## config.mk

```make
export PLATFORM = sky130hd
export DESIGN_NAME = quad_serial_flash_cmd_decoder
export DESIGN_NICKNAME = d
export VERILOG_FILES = /design/src/quad_serial_flash_cmd_decoder_end.sv /design/src/qflash_pkg.sv /design/src/link_if.sv /design/src/link_sampler.sv /design/src/quad_serial_flash_cmd_decoder.sv
export SDC_FILE = /design/constraint.sdc
export NUM_CORES = 1
export LEC_CHECK = 0
export BUFFER_PORTS_ARGS = -buffer_cell sky130_fd_sc_hd__buf_2
export CORE_MARGIN = 2
export CORE_UTILIZATION = 44
export CTS_CLUSTER_DIAMETER = 60
export CTS_CLUSTER_SIZE = 24
export DETAILED_ROUTE_END_ITERATION = 7
export PLACE_DENSITY_LB_ADDON = 0.12
export SLEW_MARGIN = 20
export SYNTH_ARGS = -nofsm -noshare
export SYNTH_HDL_FRONTEND = slang
export SYNTH_SLANG_ARGS = --single-unit
```

## constraint.sdc

```tcl
create_clock -name clk -period 15.47 [get_ports clk]
set_input_delay 3.094 -clock clk [delete_from_list [all_inputs] [get_ports clk]]
set_output_delay 3.094 -clock clk [all_outputs]
set_load 0.005 [all_outputs]
```

## src/quad_serial_flash_cmd_decoder_end.sv

```systemverilog
`timescale 1ns/100ps

```

## src/qflash_pkg.sv

```systemverilog
package qflash_pkg;

  // Opcodes understood by the decoder in four-line mode.
  localparam logic [7:0] op_wr_enable   = 8'h06;
  localparam logic [7:0] op_vol_enable  = 8'h50;
  localparam logic [7:0] op_wr_disable  = 8'h04;
  localparam logic [7:0] op_rd_stat1    = 8'h05;
  localparam logic [7:0] op_wr_stat     = 8'h01;
  localparam logic [7:0] op_rd_stat2    = 8'h35;
  localparam logic [7:0] op_wr_stat2    = 8'h31;
  localparam logic [7:0] op_rd_stat3    = 8'h15;
  localparam logic [7:0] op_wr_stat3    = 8'h11;
  localparam logic [7:0] op_chip_era_a  = 8'hC7;
  localparam logic [7:0] op_chip_era_b  = 8'h60;
  localparam logic [7:0] op_suspend     = 8'h75;
  localparam logic [7:0] op_resume      = 8'h7A;
  localparam logic [7:0] op_power_down  = 8'hB9;
  localparam logic [7:0] op_set_param   = 8'hC0;
  localparam logic [7:0] op_release_id  = 8'hAB;
  localparam logic [7:0] op_qio_read4   = 8'hEC;
  localparam logic [7:0] op_param_table = 8'h5A;
  localparam logic [7:0] op_prog4       = 8'h12;
  localparam logic [7:0] op_era4k_4     = 8'h21;
  localparam logic [7:0] op_era32k_4    = 8'h5C;
  localparam logic [7:0] op_era64k_4    = 8'hDC;
  localparam logic [7:0] op_prog        = 8'h02;
  localparam logic [7:0] op_era4k       = 8'h20;
  localparam logic [7:0] op_era32k      = 8'h52;
  localparam logic [7:0] op_era64k      = 8'hD8;
  localparam logic [7:0] op_fast_read   = 8'h0B;
  localparam logic [7:0] op_wrap_read   = 8'h0C;
  localparam logic [7:0] op_qio_read    = 8'hEB;
  localparam logic [7:0] op_unique_id   = 8'h4B;
  localparam logic [7:0] op_sec_read    = 8'h48;
  localparam logic [7:0] op_sec_erase   = 8'h44;
  localparam logic [7:0] op_sec_prog    = 8'h42;
  localparam logic [7:0] op_lock_read   = 8'h3D;
  localparam logic [7:0] op_lock        = 8'h36;
  localparam logic [7:0] op_unlock      = 8'h39;
  localparam logic [7:0] op_enter_4b    = 8'hB7;
  localparam logic [7:0] op_exit_4b     = 8'hE9;
  localparam logic [7:0] op_rd_upper    = 8'hC8;
  localparam logic [7:0] op_wr_upper    = 8'hC5;
  localparam logic [7:0] op_rst_enable  = 8'h66;
  localparam logic [7:0] op_rst_device  = 8'h99;

  // Values after reset.
  localparam logic [7:0] status_reset = 8'h00;
  localparam logic [7:0] upper_reset  = 8'h00;
  localparam logic [7:0] param_reset  = 8'h00;

  typedef logic [1:0] wrap_sel_type;
  typedef enum logic [2:0] {kind_none, kind_write, kind_repeat, kind_stream, kind_uid} kind_type;
  typedef struct packed {
    logic [2:0] addr_bytes;
    logic [2:0] dummy_bytes;
    kind_type   kind;
    logic       needs_wel;
  } cmd_info_type;

  // Frame layout of one opcode; the address width follows the current mode unless the opcode fixes three or four bytes.
  function automatic cmd_info_type cmd_info(input logic [7:0] op, input logic four_byte);
    logic [2:0]   na;
    cmd_info_type ci;
    na = four_byte ? 3'h4 : 3'h3;
    ci = '{3'h0, 3'h0, kind_none, 1'b0};
    case (op)
      op_rd_stat1, op_rd_stat2, op_rd_stat3, op_rd_upper: ci.kind = kind_repeat;
      op_wr_stat, op_wr_stat2, op_wr_stat3, op_wr_upper, op_set_param: ci.kind = kind_write;
      op_release_id: ci = '{3'h0, 3'h3, kind_repeat, 1'b0};
      op_qio_read4: ci = '{3'h4, 3'h2, kind_stream, 1'b0};
      op_param_table: ci = '{3'h3, 3'h1, kind_stream, 1'b0};
      op_prog4: ci = '{3'h4, 3'h0, kind_write, 1'b1};
      op_era4k_4, op_era32k_4, op_era64k_4: ci = '{3'h4, 3'h0, kind_none, 1'b1};
      op_prog, op_sec_prog: ci = '{na, 3'h0, kind_write, 1'b1};
      op_era4k, op_era32k, op_era64k, op_sec_erase, op_lock, op_unlock:
        ci = '{na, 3'h0, kind_none, 1'b1};
      op_fast_read, op_wrap_read, op_sec_read: ci = '{na, 3'h1, kind_stream, 1'b0};
      op_qio_read: ci = '{na, 3'h2, kind_stream, 1'b0};
      op_unique_id: ci = '{3'h0, 3'h4, kind_uid, 1'b0};
      op_lock_read: ci = '{na, 3'h0, kind_repeat, 1'b0};
      op_chip_era_a, op_chip_era_b: ci.needs_wel = 1'b1;
      default: ci.kind = kind_none;
    endcase
    return ci;
  endfunction

endpackage

```

## src/link_if.sv

```systemverilog
`timescale 1ns/100ps
// Sampled view of the serial link, all on clk.
interface link_if;
  logic       rise;
  logic       fall;
  logic [3:0] nib;
  logic       cs_active;
  logic       frame_end;
  modport sampler (output rise, fall, nib, cs_active, frame_end);
  modport decoder (input rise, fall, nib, cs_active, frame_end);
endinterface

```

## src/link_sampler.sv

```systemverilog
`timescale 1ns/100ps
module link_sampler (
  input wire logic       clk,
  input wire logic       rst,
  input wire logic       sclk,
  input wire logic       cs_n,
  input wire logic [3:0] io_in,
  link_if.sampler        lk
);

  logic [2:0] sclk_q;
  logic [2:0] csn_q;
  logic [3:0] io_s1_q;
  logic [3:0] io_s2_q;

  // Two stages before use; the third stage only serves edge detection.
  always_ff @(posedge clk or posedge rst) begin
    if (rst) begin
      sclk_q  <= 3'h0;
      csn_q   <= 3'h7;
      io_s1_q <= 4'h0;
      io_s2_q <= 4'h0;
    end else begin
      sclk_q  <= {sclk_q[1:0], sclk};
      csn_q   <= {csn_q[1:0], cs_n};
      io_s1_q <= io_in;
      io_s2_q <= io_s1_q;
    end
  end

  // Data lines pass the same two stages as the clock, so they stay aligned with its edge.
  assign lk.cs_active = !csn_q[1];
  assign lk.rise      = sclk_q[1] && !sclk_q[2] && !csn_q[1];
  assign lk.fall      = !sclk_q[1] && sclk_q[2] && !csn_q[1];
  assign lk.nib       = io_s2_q;
  assign lk.frame_end = csn_q[1] && !csn_q[2];

endmodule

```

## src/quad_serial_flash_cmd_decoder.sv

```systemverilog
`timescale 1ns/100ps
module quad_serial_flash_cmd_decoder #(
  parameter logic [7:0] device_ident = 8'h5A,  // Arbitrary value.
  parameter int         page_bytes   = 256
) (
  input  wire logic                    clk,
  input  wire logic                    rst,
  input  wire logic                    sclk,
  input  wire logic                    cs_n,
  input  wire logic [3:0]              io_in,
  output logic [3:0]                   io_out,
  output logic [3:0]                   io_oe,
  input  wire qflash_pkg::wrap_sel_type wrap_sel,
  input  wire logic [7:0]              read_data,
  input  wire logic [7:0]              lock_data,
  input  wire logic [127:0]            unique_identifier,
  output logic [31:0]                  read_addr,
  output logic [31:0]                  cmd_addr,
  output logic                         exec_req,
  output logic [7:0]                   exec_op,
  output logic                         prog_valid,
  output logic [31:0]                  prog_addr,
  output logic [7:0]                   prog_data,
  output logic [7:0]                   status_byte_one,
  output logic [7:0]                   status_byte_two,
  output logic [7:0]                   status_byte_three,
  output logic [7:0]                   read_parameter_byte,
  output logic [7:0]                   upper_address_byte,
  output logic                         write_enable_latch,
  output logic                         four_byte_mode,
  output logic                         power_down,
  output logic                         suspend_req,
  output logic                         resume_req,
  output logic                         soft_reset
);
  import qflash_pkg::*;

  if (page_bytes > 256 || page_bytes < 1 || (page_bytes & (page_bytes - 1)) != 0) begin : g_chk
    $error("page_bytes must be a power of two up to 256");
  end

  link_if lk ();
  link_sampler u_sampler (.clk(clk), .rst(rst), .sclk(sclk), .cs_n(cs_n), .io_in(io_in),
                          .lk(lk.sampler));

  logic         half_q, tx_on_q, wel_q, vol_q, four_q, pd_q, armed_q, oe_q;
  logic [3:0]   hold_q, idx_q, io_q;
  logic [7:0]   op_q, tx_q, cnt_q, sr1_q, sr2_q, sr3_q, upper_q, param_q, pend1_q, pend2_q;
  logic [1:0]   wr_cnt_q;
  logic [31:0]  addr_q, rd_q;
  logic         susp_q, res_q, srst_q, exec_q, pv_q;
  logic [7:0]   exec_op_q, pdata_q;
  logic [31:0]  paddr_q;

  // Byte assembly: high nibble first, a byte closes on every second rising edge.
  logic         byte_done;
  logic [7:0]   rx_byte, op_now, src_byte;
  cmd_info_type info;
  logic [3:0]   hdr, nidx;
  logic         in_addr, in_data, load_tx, wr_ok;
  logic [31:0]  addr_next, rd_inc;
  logic [6:0]   wmask;
  assign byte_done = lk.rise && half_q;
  assign rx_byte   = {hold_q, lk.nib};
  assign op_now    = (idx_q == 4'h0) ? rx_byte : op_q;
  assign info      = cmd_info(op_now, four_q);
  assign hdr       = 4'h1 + {1'b0, info.addr_bytes} + {1'b0, info.dummy_bytes};
  assign nidx      = (idx_q == 4'hF) ? idx_q : idx_q + 4'h1;
  assign in_addr   = idx_q != 4'h0 && idx_q <= {1'b0, info.addr_bytes};
  assign in_data   = idx_q >= hdr;
  assign load_tx   = byte_done && nidx >= hdr && (!pd_q || op_now == op_release_id)
                     && (info.kind == kind_repeat || info.kind == kind_stream
                     || info.kind == kind_uid);
  assign wr_ok     = wel_q && !pd_q;
  assign addr_next = (info.addr_bytes == 3'h4) ? {addr_q[23:0], rx_byte}
                     : {upper_q, addr_q[15:0], rx_byte};
  // Wrapped reads stay inside an aligned 8 to 64 byte window.
  assign wmask     = 7'(({1'b0, 6'h08} << wrap_sel) - 7'h01);
  assign rd_inc    = (op_q == op_wrap_read)
                     ? {rd_q[31:7], (rd_q[6:0] & ~wmask) | ((rd_q[6:0] + 7'h01) & wmask)}
                     : rd_q + 32'h0000_0001;

  // Byte presented in the next slot; status and ident sources repeat.
  always_comb begin
    src_byte = read_data;
    case (op_now)
      op_rd_stat1:   src_byte = sr1_q;
      op_rd_stat2:   src_byte = sr2_q;
      op_rd_stat3:   src_byte = sr3_q;
      op_rd_upper:   src_byte = upper_q;
      op_release_id: src_byte = device_ident;
      op_lock_read:  src_byte = lock_data;
      op_unique_id:  src_byte = unique_identifier[8'(8'd127 - {cnt_q[3:0], 3'h0}) -: 8];
      default:       src_byte = read_data;
    endcase
  end

  // Frame sequencing and the transmit byte.
  always_ff @(posedge clk or posedge rst) begin
    if (rst) begin
      half_q <= 1'b0; hold_q <= 4'h0; idx_q <= 4'h0; op_q <= 8'h00; tx_q <= 8'h00;
      tx_on_q <= 1'b0; cnt_q <= 8'h00; addr_q <= 32'h0000_0000; rd_q <= 32'h0000_0000;
    end else if (!lk.cs_active) begin
      half_q <= 1'b0; idx_q <= 4'h0; tx_on_q <= 1'b0; cnt_q <= 8'h00;
    end else if (lk.rise) begin
      half_q <= !half_q;
      if (!half_q) hold_q <= lk.nib;
      if (byte_done) begin
        idx_q <= nidx;
        if (idx_q == 4'h0) op_q <= rx_byte;
        if (in_addr) begin
          addr_q <= addr_next;
          rd_q   <= addr_next;
        end
        // Loaded bytes count as well, so the identifier moves on after its first byte.
        if (in_data || load_tx) cnt_q <= cnt_q + 8'h01;
        if (load_tx) begin
          tx_q    <= src_byte;
          tx_on_q <= 1'b1;
          // Every loaded stream byte advances the address, so no byte is sent twice.
          if (info.kind == kind_stream) rd_q <= rd_inc;
        end
      end
    end
  end

  // Outgoing nibbles change on the falling edge, high half first.
  always_ff @(posedge clk or posedge rst) begin
    if (rst) begin
      io_q <= 4'h0; oe_q <= 1'b0;
    end else if (!lk.cs_active) begin
      oe_q <= 1'b0;
    end else if (lk.fall) begin
      io_q <= half_q ? tx_q[3:0] : tx_q[7:4];
      oe_q <= tx_on_q;
    end
  end

  // Incoming write data: status bytes are held until the frame closes.
  always_ff @(posedge clk or posedge rst) begin
    if (rst) begin
      pend1_q <= 8'h00; pend2_q <= 8'h00; wr_cnt_q <= 2'h0;
      pv_q <= 1'b0; paddr_q <= 32'h0000_0000; pdata_q <= 8'h00;
    end else begin
      pv_q <= 1'b0;
      if (!lk.cs_active) wr_cnt_q <= 2'h0;
      else if (byte_done && in_data && info.kind == kind_write) begin
        if (wr_cnt_q == 2'h0) pend1_q <= rx_byte;
        if (wr_cnt_q == 2'h1) pend2_q <= rx_byte;
        if (wr_cnt_q != 2'h3) wr_cnt_q <= wr_cnt_q + 2'h1;
        if (info.needs_wel && wr_ok) begin
          pv_q    <= 1'b1;
          pdata_q <= rx_byte;
          paddr_q <= (addr_q & ~32'(page_bytes - 1)) |
                     ((addr_q + 32'(cnt_q)) & 32'(page_bytes - 1));
        end
      end
    end
  end

  // Commands take effect when chip select rises on a byte boundary.
  logic done, one_byte, sr_ok;
  assign done     = lk.frame_end && !half_q;
  assign one_byte = done && idx_q == 4'h1;
  assign sr_ok    = (wel_q || vol_q) && !pd_q;
  always_ff @(posedge clk or posedge rst) begin
    if (rst) begin
      sr1_q <= status_reset; sr2_q <= status_reset; sr3_q <= status_reset;
      upper_q <= upper_reset; param_q <= param_reset; wel_q <= 1'b0; vol_q <= 1'b0;
      four_q <= 1'b0; pd_q <= 1'b0; armed_q <= 1'b0; susp_q <= 1'b0; res_q <= 1'b0;
      srst_q <= 1'b0; exec_q <= 1'b0; exec_op_q <= 8'h00;
    end else begin
      susp_q <= 1'b0; res_q <= 1'b0; srst_q <= 1'b0; exec_q <= 1'b0;
      if (lk.frame_end) begin
        armed_q <= one_byte && op_q == op_rst_enable;
        if (one_byte && op_q == op_rst_device && armed_q) begin
          srst_q <= 1'b1; wel_q <= 1'b0; vol_q <= 1'b0; four_q <= 1'b0;
          upper_q <= upper_reset; pd_q <= 1'b0;
        end else if (pd_q) begin
          if (done && op_q == op_release_id) pd_q <= 1'b0;
        end else if (done) begin
          case (op_q)
            op_wr_enable:  wel_q <= one_byte;
            op_wr_disable: if (one_byte) wel_q <= 1'b0;
            op_vol_enable: vol_q <= one_byte;
            op_suspend:    susp_q <= one_byte;
            op_resume:     res_q <= one_byte;
            op_power_down: pd_q <= one_byte;
            op_enter_4b:   if (one_byte) four_q <= 1'b1;
            op_exit_4b:    if (one_byte) four_q <= 1'b0;
            op_wr_upper:   if (wr_cnt_q != 2'h0) upper_q <= pend1_q;
            op_set_param:  if (wr_cnt_q != 2'h0) param_q <= pend1_q;
            op_wr_stat, op_wr_stat2, op_wr_stat3: if (sr_ok && wr_cnt_q != 2'h0) begin
              if (op_q == op_wr_stat) sr1_q <= pend1_q;
              if (op_q == op_wr_stat && wr_cnt_q != 2'h1) sr2_q <= pend2_q;
              if (op_q == op_wr_stat2) sr2_q <= pend1_q;
              if (op_q == op_wr_stat3) sr3_q <= pend1_q;
              wel_q <= 1'b0; vol_q <= 1'b0;
            end
            default: if (info.needs_wel && wr_ok && idx_q >= hdr) begin
              exec_q    <= info.kind != kind_write;
              exec_op_q <= op_q;
              wel_q     <= 1'b0;
            end
          endcase
        end
      end
    end
  end

  assign io_out              = io_q;
  assign io_oe               = {4{oe_q}};
  assign read_addr           = rd_q;
  assign cmd_addr            = addr_q;
  assign exec_req            = exec_q;
  assign exec_op             = exec_op_q;
  assign prog_valid          = pv_q;
  assign prog_addr           = paddr_q;
  assign prog_data           = pdata_q;
  assign status_byte_one     = sr1_q;
  assign status_byte_two     = sr2_q;
  assign status_byte_three   = sr3_q;
  assign read_parameter_byte = param_q;
  assign upper_address_byte  = upper_q;
  assign write_enable_latch  = wel_q;
  assign four_byte_mode      = four_q;
  assign power_down          = pd_q;
  assign suspend_req         = susp_q;
  assign resume_req          = res_q;
  assign soft_reset          = srst_q;

  // Checks that tie outputs to their causes.
  chk_byte_pairs: assert property (@(posedge clk) disable iff (rst)
    lk.rise && lk.cs_active |=> half_q != $past(half_q)) else $error("nibble phase stuck");
  chk_msb_first: assert property (@(posedge clk) disable iff (rst)
    lk.rise && !half_q |=> hold_q == $past(lk.nib)) else $error("high nibble not held");
  chk_stat_read: assert property (@(posedge clk) disable iff (rst)
    byte_done && idx_q == 4'h0 && rx_byte == op_rd_stat1 && !pd_q |=> tx_q == $past(sr1_q))
    else $error("status byte one not loaded");
  chk_prog_gate: assert property (@(posedge clk) disable iff (rst)
    prog_valid |-> $past(wel_q)) else $error("program without write enable");
  chk_page_wrap: assert property (@(posedge clk) disable iff (rst)
    prog_valid |-> (prog_addr & ~32'(page_bytes - 1)) == (cmd_addr & ~32'(page_bytes - 1)))
    else $error("program left its page");
  chk_reset_pair: assert property (@(posedge clk) disable iff (rst)
    soft_reset |-> $past(armed_q, 1) && $past(op_q) == op_rst_device)
    else $error("reset without enable frame");
  chk_one_status: assert property (@(posedge clk) disable iff (rst)
    done && op_q == op_wr_stat && wr_cnt_q == 2'h1 && sr_ok && !armed_q |=> $stable(sr2_q))
    else $error("status two written by one byte");
  chk_four_byte: assert property (@(posedge clk) disable iff (rst)
    one_byte && op_q == op_enter_4b && !pd_q && !armed_q |=> four_q) else $error("mode not set");
  chk_suspend_op: assert property (@(posedge clk) disable iff (rst)
    suspend_req |-> $past(op_q) == op_suspend && $past(idx_q) == 4'h1)
    else $error("suspend from wrong frame");
  chk_quiet_bus: assert property (@(posedge clk) disable iff (rst)
    !lk.cs_active |=> io_oe == 4'h0) else $error("driving while deselected");

endmodule

```

==> report_table.html <==
<table>
<tr><th>Metric</th><th>Value</th></tr>
<tr><th colspan="2">Run status</th></tr>
<tr><td>Status</td><td>finished clean</td></tr>
<tr><th colspan="2">Finish</th></tr>
<tr><td>Multi-input gate area</td><td>6970 um^2</td></tr>
<tr><td>Layout Utilization</td><td>53.4%</td></tr>
<tr><td>Number of filler cells placed in the layout</td><td>2770</td></tr>
<tr><td>Area added between synthesis and finish</td><td>18.9%</td></tr>
<tr><td>Post-route cell area</td><td>15900 um^2</td></tr>
<tr><td>Share of post-route cells with drive strength above 1</td><td>36.3%</td></tr>
<tr><td># nets final</td><td>1710</td></tr>
<tr><td>Seq. cell area</td><td>5840 um^2</td></tr>
<tr><td>Filler-free cell count of the finished design</td><td>1935</td></tr>
<tr><th colspan="2">STA</th></tr>
<tr><td>Number of pins exceeding their max-slew limit in the final report</td><td>0</td></tr>
<tr><td>Setup slack after layout</td><td>8.90 ns</td></tr>
<tr><td>Worst slew margin</td><td>28.7%</td></tr>
<tr><td>Final number of hold-violating endpoints</td><td>0</td></tr>
<tr><td>Least-Margin Pin Slew</td><td>1.06 ns</td></tr>
<tr><td>Post-Route Skew</td><td>0.0264 ns</td></tr>
<tr><td>Period Utilization, post-route</td><td>42.4%</td></tr>
<tr><td>Unrepaired setup endpoints after global routing</td><td>no</td></tr>
<tr><td>Final Setup Violations</td><td>0</td></tr>
<tr><td>Sum of negative setup slack</td><td>0 ns</td></tr>
<tr><td>Maximum clock rate</td><td>0.152 GHz</td></tr>
<tr><td>Final hold slack</td><td>0.352 ns</td></tr>
<tr><td>Min cycle time layout</td><td>6.57 ns</td></tr>
<tr><th colspan="2">GRT</th></tr>
<tr><td>Global routing usage on met3</td><td>3.84%</td></tr>
<tr><td>Via count of the first global-routing pass</td><td>11239</td></tr>
<tr><td>Wire length of the first global-routing pass</td><td>67900 um</td></tr>
<tr><td>Total overflow reported by the global router</td><td>0</td></tr>
<tr><td>Global-route met2 utilization</td><td>47.7%</td></tr>
<tr><td>Layer with the highest usage</td><td>met2</td></tr>
<tr><td>Maximum number of pins on one net before global-route repair</td><td>107</td></tr>
<tr><td>Number of antenna violations at the first check in global routing</td><td>4</td></tr>
<tr><td>All-layer global routing usage</td><td>28.2%</td></tr>
<tr><td>GR Layer Usage met1</td><td>38.6%</td></tr>
<tr><th colspan="2">Run</th></tr>
<tr><td>Maximum Capacitance Violations</td><td>0</td></tr>
<tr><th colspan="2">Routing</th></tr>
<tr><td>Iter 0 DRT Violations</td><td>914</td></tr>
<tr><td>Routed vias/inst</td><td>5.97</td></tr>
<tr><td>Via count</td><td>11543</td></tr>
<tr><td>Remaining design rule violation count</td><td>0</td></tr>
<tr><td>Final wirelength</td><td>45100 um</td></tr>
<tr><td>1st-pass router iterations</td><td>7</td></tr>
<tr><td>Average routed wire per standard cell</td><td>23.3 um</td></tr>
<tr><td>Antenna Nets Post-Route</td><td>0</td></tr>
<tr><th colspan="2">Critical path</th></tr>
<tr><td>Start-to-end type of the worst setup path</td><td>register to register</td></tr>
<tr><td>Required @ worst endpoint</td><td>15.88 ns</td></tr>
<tr><td>Critical Path AT</td><td>6.97 ns</td></tr>
<tr><td>Slack of the worst reg-to-reg path</td><td>8.90 ns</td></tr>
<tr><td>Largest fanout of any net on the critical path</td><td>23</td></tr>
<tr><td>Type of element launching the critical path</td><td>register</td></tr>
<tr><td>Category of the worst setup path capture point</td><td>register</td></tr>
<tr><th colspan="2">Clock network</th></tr>
<tr><td>Clock latency of the later-clocked register in the worst-skew pair</td><td>0.53 ns</td></tr>
<tr><td>Buffer levels on the longest clock path</td><td>3</td></tr>
<tr><td>Count of H-tree levels built during CTS</td><td>1</td></tr>
<tr><td>Clock-pin slew of the registers on the worst-case setup and hold paths</td><td>0.07 ns</td></tr>
<tr><td>Setup repair bufs after CTS</td><td>0</td></tr>
<tr><td>Clock tree from TritonCTS</td><td>yes</td></tr>
<tr><td>Hold Buf Count CTS</td><td>0</td></tr>
<tr><td>Quantity of gates resized following cts</td><td>0</td></tr>
<tr><td>Number of buffers created by CTS</td><td>22</td></tr>
<tr><td>Clock root cell</td><td>sky130_fd_sc_hd__clkbuf_16</td></tr>
<tr><td>Clock Sink Count</td><td>233</td></tr>
<tr><th colspan="2">Placement</th></tr>
<tr><td>HPWL after DPL</td><td>33300 um</td></tr>
<tr><td>Cell Area, Placed</td><td>15100 um^2</td></tr>
<tr><td>Number of buffers inserted by port buffering</td><td>321</td></tr>
<tr><td>Number of placed instances, taps included</td><td>1893</td></tr>
<tr><td>Final weighted congestion in routability-driven placement</td><td>0.912</td></tr>
<tr><td>Setup Slack @ Placement</td><td>9.03 ns</td></tr>
<tr><th colspan="2">Min path</th></tr>
<tr><td>Worst min-delay path class</td><td>register to register</td></tr>
<tr><th colspan="2">Pwr</th></tr>
<tr><td>Total power divided by cell area</td><td>97.2 nW/um^2</td></tr>
<tr><td>Pleak</td><td>7.67 nW</td></tr>
<tr><td>Highest ir drop seen on vdd</td><td>0.0662 mV</td></tr>
<tr><td>Total power after layout</td><td>1.55 mW</td></tr>
<tr><th colspan="2">Die</th></tr>
<tr><td>Std cell rows</td><td>63</td></tr>
<tr><td>Area of the core</td><td>29800 um^2</td></tr>
<tr><td>Initial cell density of the core</td><td>45.0%</td></tr>
<tr><td>Overall die area</td><td>31900 um^2</td></tr>
<tr><td>Top Ports</td><td>322</td></tr>
<tr><td>Die Y-Extent</td><td>178 um</td></tr>
<tr><td>Chip Width</td><td>178 um</td></tr>
<tr><th colspan="2">Synthesis</th></tr>
<tr><td>Sequential element share of the synthesized area</td><td>43.6%</td></tr>
<tr><td>Syn_nets</td><td>1451</td></tr>
<tr><td>Post-synth top flop</td><td>sky130_fd_sc_hd__dfrtp_1</td></tr>
<tr><td>Share of the synthesized area in the top cell type</td><td>43.0%</td></tr>
<tr><td>Number of enable flip-flop cells after synthesis</td><td>0</td></tr>
<tr><td>Synth async-reset ratio</td><td>100%</td></tr>
<tr><td>Total of flip-flops plus latches after synthesis</td><td>233</td></tr>
<tr><td>Cell area after synthesis</td><td>13400 um^2</td></tr>
<tr><td>Gate count after technology mapping</td><td>1268</td></tr>
<tr><td>Warnings from Yosys</td><td>0</td></tr>
<tr><td>Syn avg cell area</td><td>10.6 um^2</td></tr>
<tr><td>Number of distinct library cells after synthesis</td><td>81</td></tr>
<tr><td>Cell types occupying the most area after synthesis</td><td>sky130_fd_sc_hd__dfrtp_1, sky130_fd_sc_hd__mux2_2, sky130_fd_sc_hd__mux4_2</td></tr>
<tr><td>Cell type with the largest total area after synthesis</td><td>sky130_fd_sc_hd__dfrtp_1</td></tr>
</table>
-- path summary, 6_finish.rpt --
path | start | to | cells past startpoint
worst min-delay path | u_sampler.io_s1_q[1] | u_sampler.lk.nib[1] | 0
worst max-delay path | idx_q[1] | register | 20
max in group asynchronous | rst | exec_op[0] | 3
min in group asynchronous | rst | prog_addr[28] | 2
worst min register to register | u_sampler.io_s1_q[1] | u_sampler.lk.nib[1] | 0
worst max register to register | idx_q[1] | register | 20
-- final cells by class --
| class | count | area share [%] |
|---|---|---|
| Antenna cell | 2 | 0.0314 |
| Clock buffer | 25 | 3.72 |
| Clock inverter | 15 | 1.30 |
| Inverter | 24 | 0.613 |
| Multi-Input combinational cell | 909 | 43.8 |
| Sequential cell | 233 | 36.6 |
| Tap cell | 390 | 3.06 |
| Timing Repair Buffer | 337 | 10.8 |
-- synth_stat cells (8+ instances only) --
library cell / n
sky130_fd_sc_hd__nand3_1: 37
sky130_fd_sc_hd__o22a_1: 8
sky130_fd_sc_hd__o22ai_1: 13
sky130_fd_sc_hd__xor2_1: 9
sky130_fd_sc_hd__a21oi_1: 73
sky130_fd_sc_hd__nand2_1: 103
sky130_fd_sc_hd__a222oi_1: 8
sky130_fd_sc_hd__buf_4: 24
sky130_fd_sc_hd__o21ai_0: 69
sky130_fd_sc_hd__nor4_1: 15
sky130_fd_sc_hd__mux2_2: 108
sky130_fd_sc_hd__mux4_2: 40
sky130_fd_sc_hd__a22oi_1: 17
sky130_fd_sc_hd__and3_1: 10
sky130_fd_sc_hd__or3_1: 11
sky130_fd_sc_hd__dfrtp_1: 230
sky130_fd_sc_hd__ha_1: 27
sky130_fd_sc_hd__inv_1: 23
sky130_fd_sc_hd__a31oi_1: 9
sky130_fd_sc_hd__a221oi_1: 10
sky130_fd_sc_hd__nor3_1: 40
sky130_fd_sc_hd__xnor2_1: 11
sky130_fd_sc_hd__mux2i_1: 29
sky130_fd_sc_hd__buf_2: 16
sky130_fd_sc_hd__mux2_4: 8
sky130_fd_sc_hd__nor2_1: 81
sky130_fd_sc_hd__clkbuf_1: 51
sky130_fd_sc_hd__buf_1: 8
sky130_fd_sc_hd__nor2b_1: 22
sky130_fd_sc_hd__nand2b_1: 10
sky130_fd_sc_hd__nand4_1: 15
-- critical path, stage by stage, from the launching register on --
cell and delay, ns:
sky130_fd_sc_hd__dfrtp_1 0.45, sky130_fd_sc_hd__inv_1 0.12, sky130_fd_sc_hd__ha_1 0.21, sky130_fd_sc_hd__or3b_1 0.55, sky130_fd_sc_hd__nand4_1 0.26, sky130_fd_sc_hd__o21ai_1 0.90
sky130_fd_sc_hd__a21oi_1 0.08, sky130_fd_sc_hd__nand4b_1 0.27, sky130_fd_sc_hd__a21oi_1 0.17, sky130_fd_sc_hd__inv_1 0.16, sky130_fd_sc_hd__ha_1 0.24, sky130_fd_sc_hd__a21o_1 0.18
sky130_fd_sc_hd__a21oi_1 0.21, sky130_fd_sc_hd__ha_1 0.23, sky130_fd_sc_hd__a211o_1 0.13, sky130_fd_sc_hd__o21ai_0 0.11, sky130_fd_sc_hd__a221oi_2 0.51, sky130_fd_sc_hd__nand2_1 0.61
sky130_fd_sc_hd__a21oi_1 0.68, sky130_fd_sc_hd__nand2_1 0.11, sky130_fd_sc_hd__a22o_1 0.25
-- layout by cell type, fill, tap and decap left out, types with 7 or more instances in the layout --
cell	instances
sky130_fd_sc_hd__mux2_4	8
sky130_fd_sc_hd__a31oi_1	9
sky130_fd_sc_hd__nor2b_1	22
sky130_fd_sc_hd__ha_1	27
sky130_fd_sc_hd__a221oi_1	10
sky130_fd_sc_hd__nor3_1	40
sky130_fd_sc_hd__a222oi_1	8
sky130_fd_sc_hd__xnor2_1	11
sky130_fd_sc_hd__nor2_1	81
sky130_fd_sc_hd__nand4b_1	7
sky130_fd_sc_hd__nand3_1	37
sky130_fd_sc_hd__inv_1	22
sky130_fd_sc_hd__a22oi_1	17
sky130_fd_sc_hd__nand2_1	103
sky130_fd_sc_hd__nor4_1	15
sky130_fd_sc_hd__xor2_1	9
sky130_fd_sc_hd__mux2_2	108
sky130_fd_sc_hd__a21o_1	7
sky130_fd_sc_hd__or3_1	11
sky130_fd_sc_hd__o22ai_1	13
sky130_fd_sc_hd__mux4_2	40
sky130_fd_sc_hd__buf_2	321
sky130_fd_sc_hd__mux2i_1	29
sky130_fd_sc_hd__clkbuf_16	23
sky130_fd_sc_hd__dfrtp_1	229
sky130_fd_sc_hd__a21oi_1	73
sky130_fd_sc_hd__nand2b_1	10
sky130_fd_sc_hd__and3_1	10
sky130_fd_sc_hd__o21ai_0	68
sky130_fd_sc_hd__buf_4	16
sky130_fd_sc_hd__o22a_1	8
sky130_fd_sc_hd__nand4_1	15
-- metal layers --
metal | vias to the layer above | routed length, um
met5 | - | 0
met4 | 0 | 816
met3 | 46 | 2720
met2 | 451 | 22400
met1 | 5783 | 19200
li1 | 5263 | -
-- cells by family (layout without fill, tap and decap cells) --
group	after synthesis	count (layout)	synth area share [%]
and+or+nand+nor	410	410	16.2
AOI/OAI and AO/OA	264	264	12.7
DFF	233	233	43.6
muxes	185	185	18.9
buffers and inverters	126	401	4.47
adders and majority gates	30	30	2.90
xor gates and xnor gates	20	20	1.31
other	0	2	0
-- state kept, by name (all words and copies together), names as in the netlist, 4 cells and up, named ones only --
register and flops:
u_sampler.io_s1_q 4, u_sampler.lk.nib 4, pend2_q 8, read_addr 28, exec_op 8, tx_q 8, cmd_addr 32, status_byte_three 8
status_byte_one 8, cnt_q 8, prog_addr 32, prog_data 8, op_q 8, read_parameter_byte 8, idx_q 4, upper_address_byte 8
io_out 4, pend1_q 8, hold_q 4, status_byte_two 8
-- report_power, final --
part	total [mW]	internal, mW	switching (mW)
logic	0.246	0.110	0.136
clock network	0.592	0.312	0.280
registers	0.709	0.635	0.0744
(Power assumes the default switching activity.)
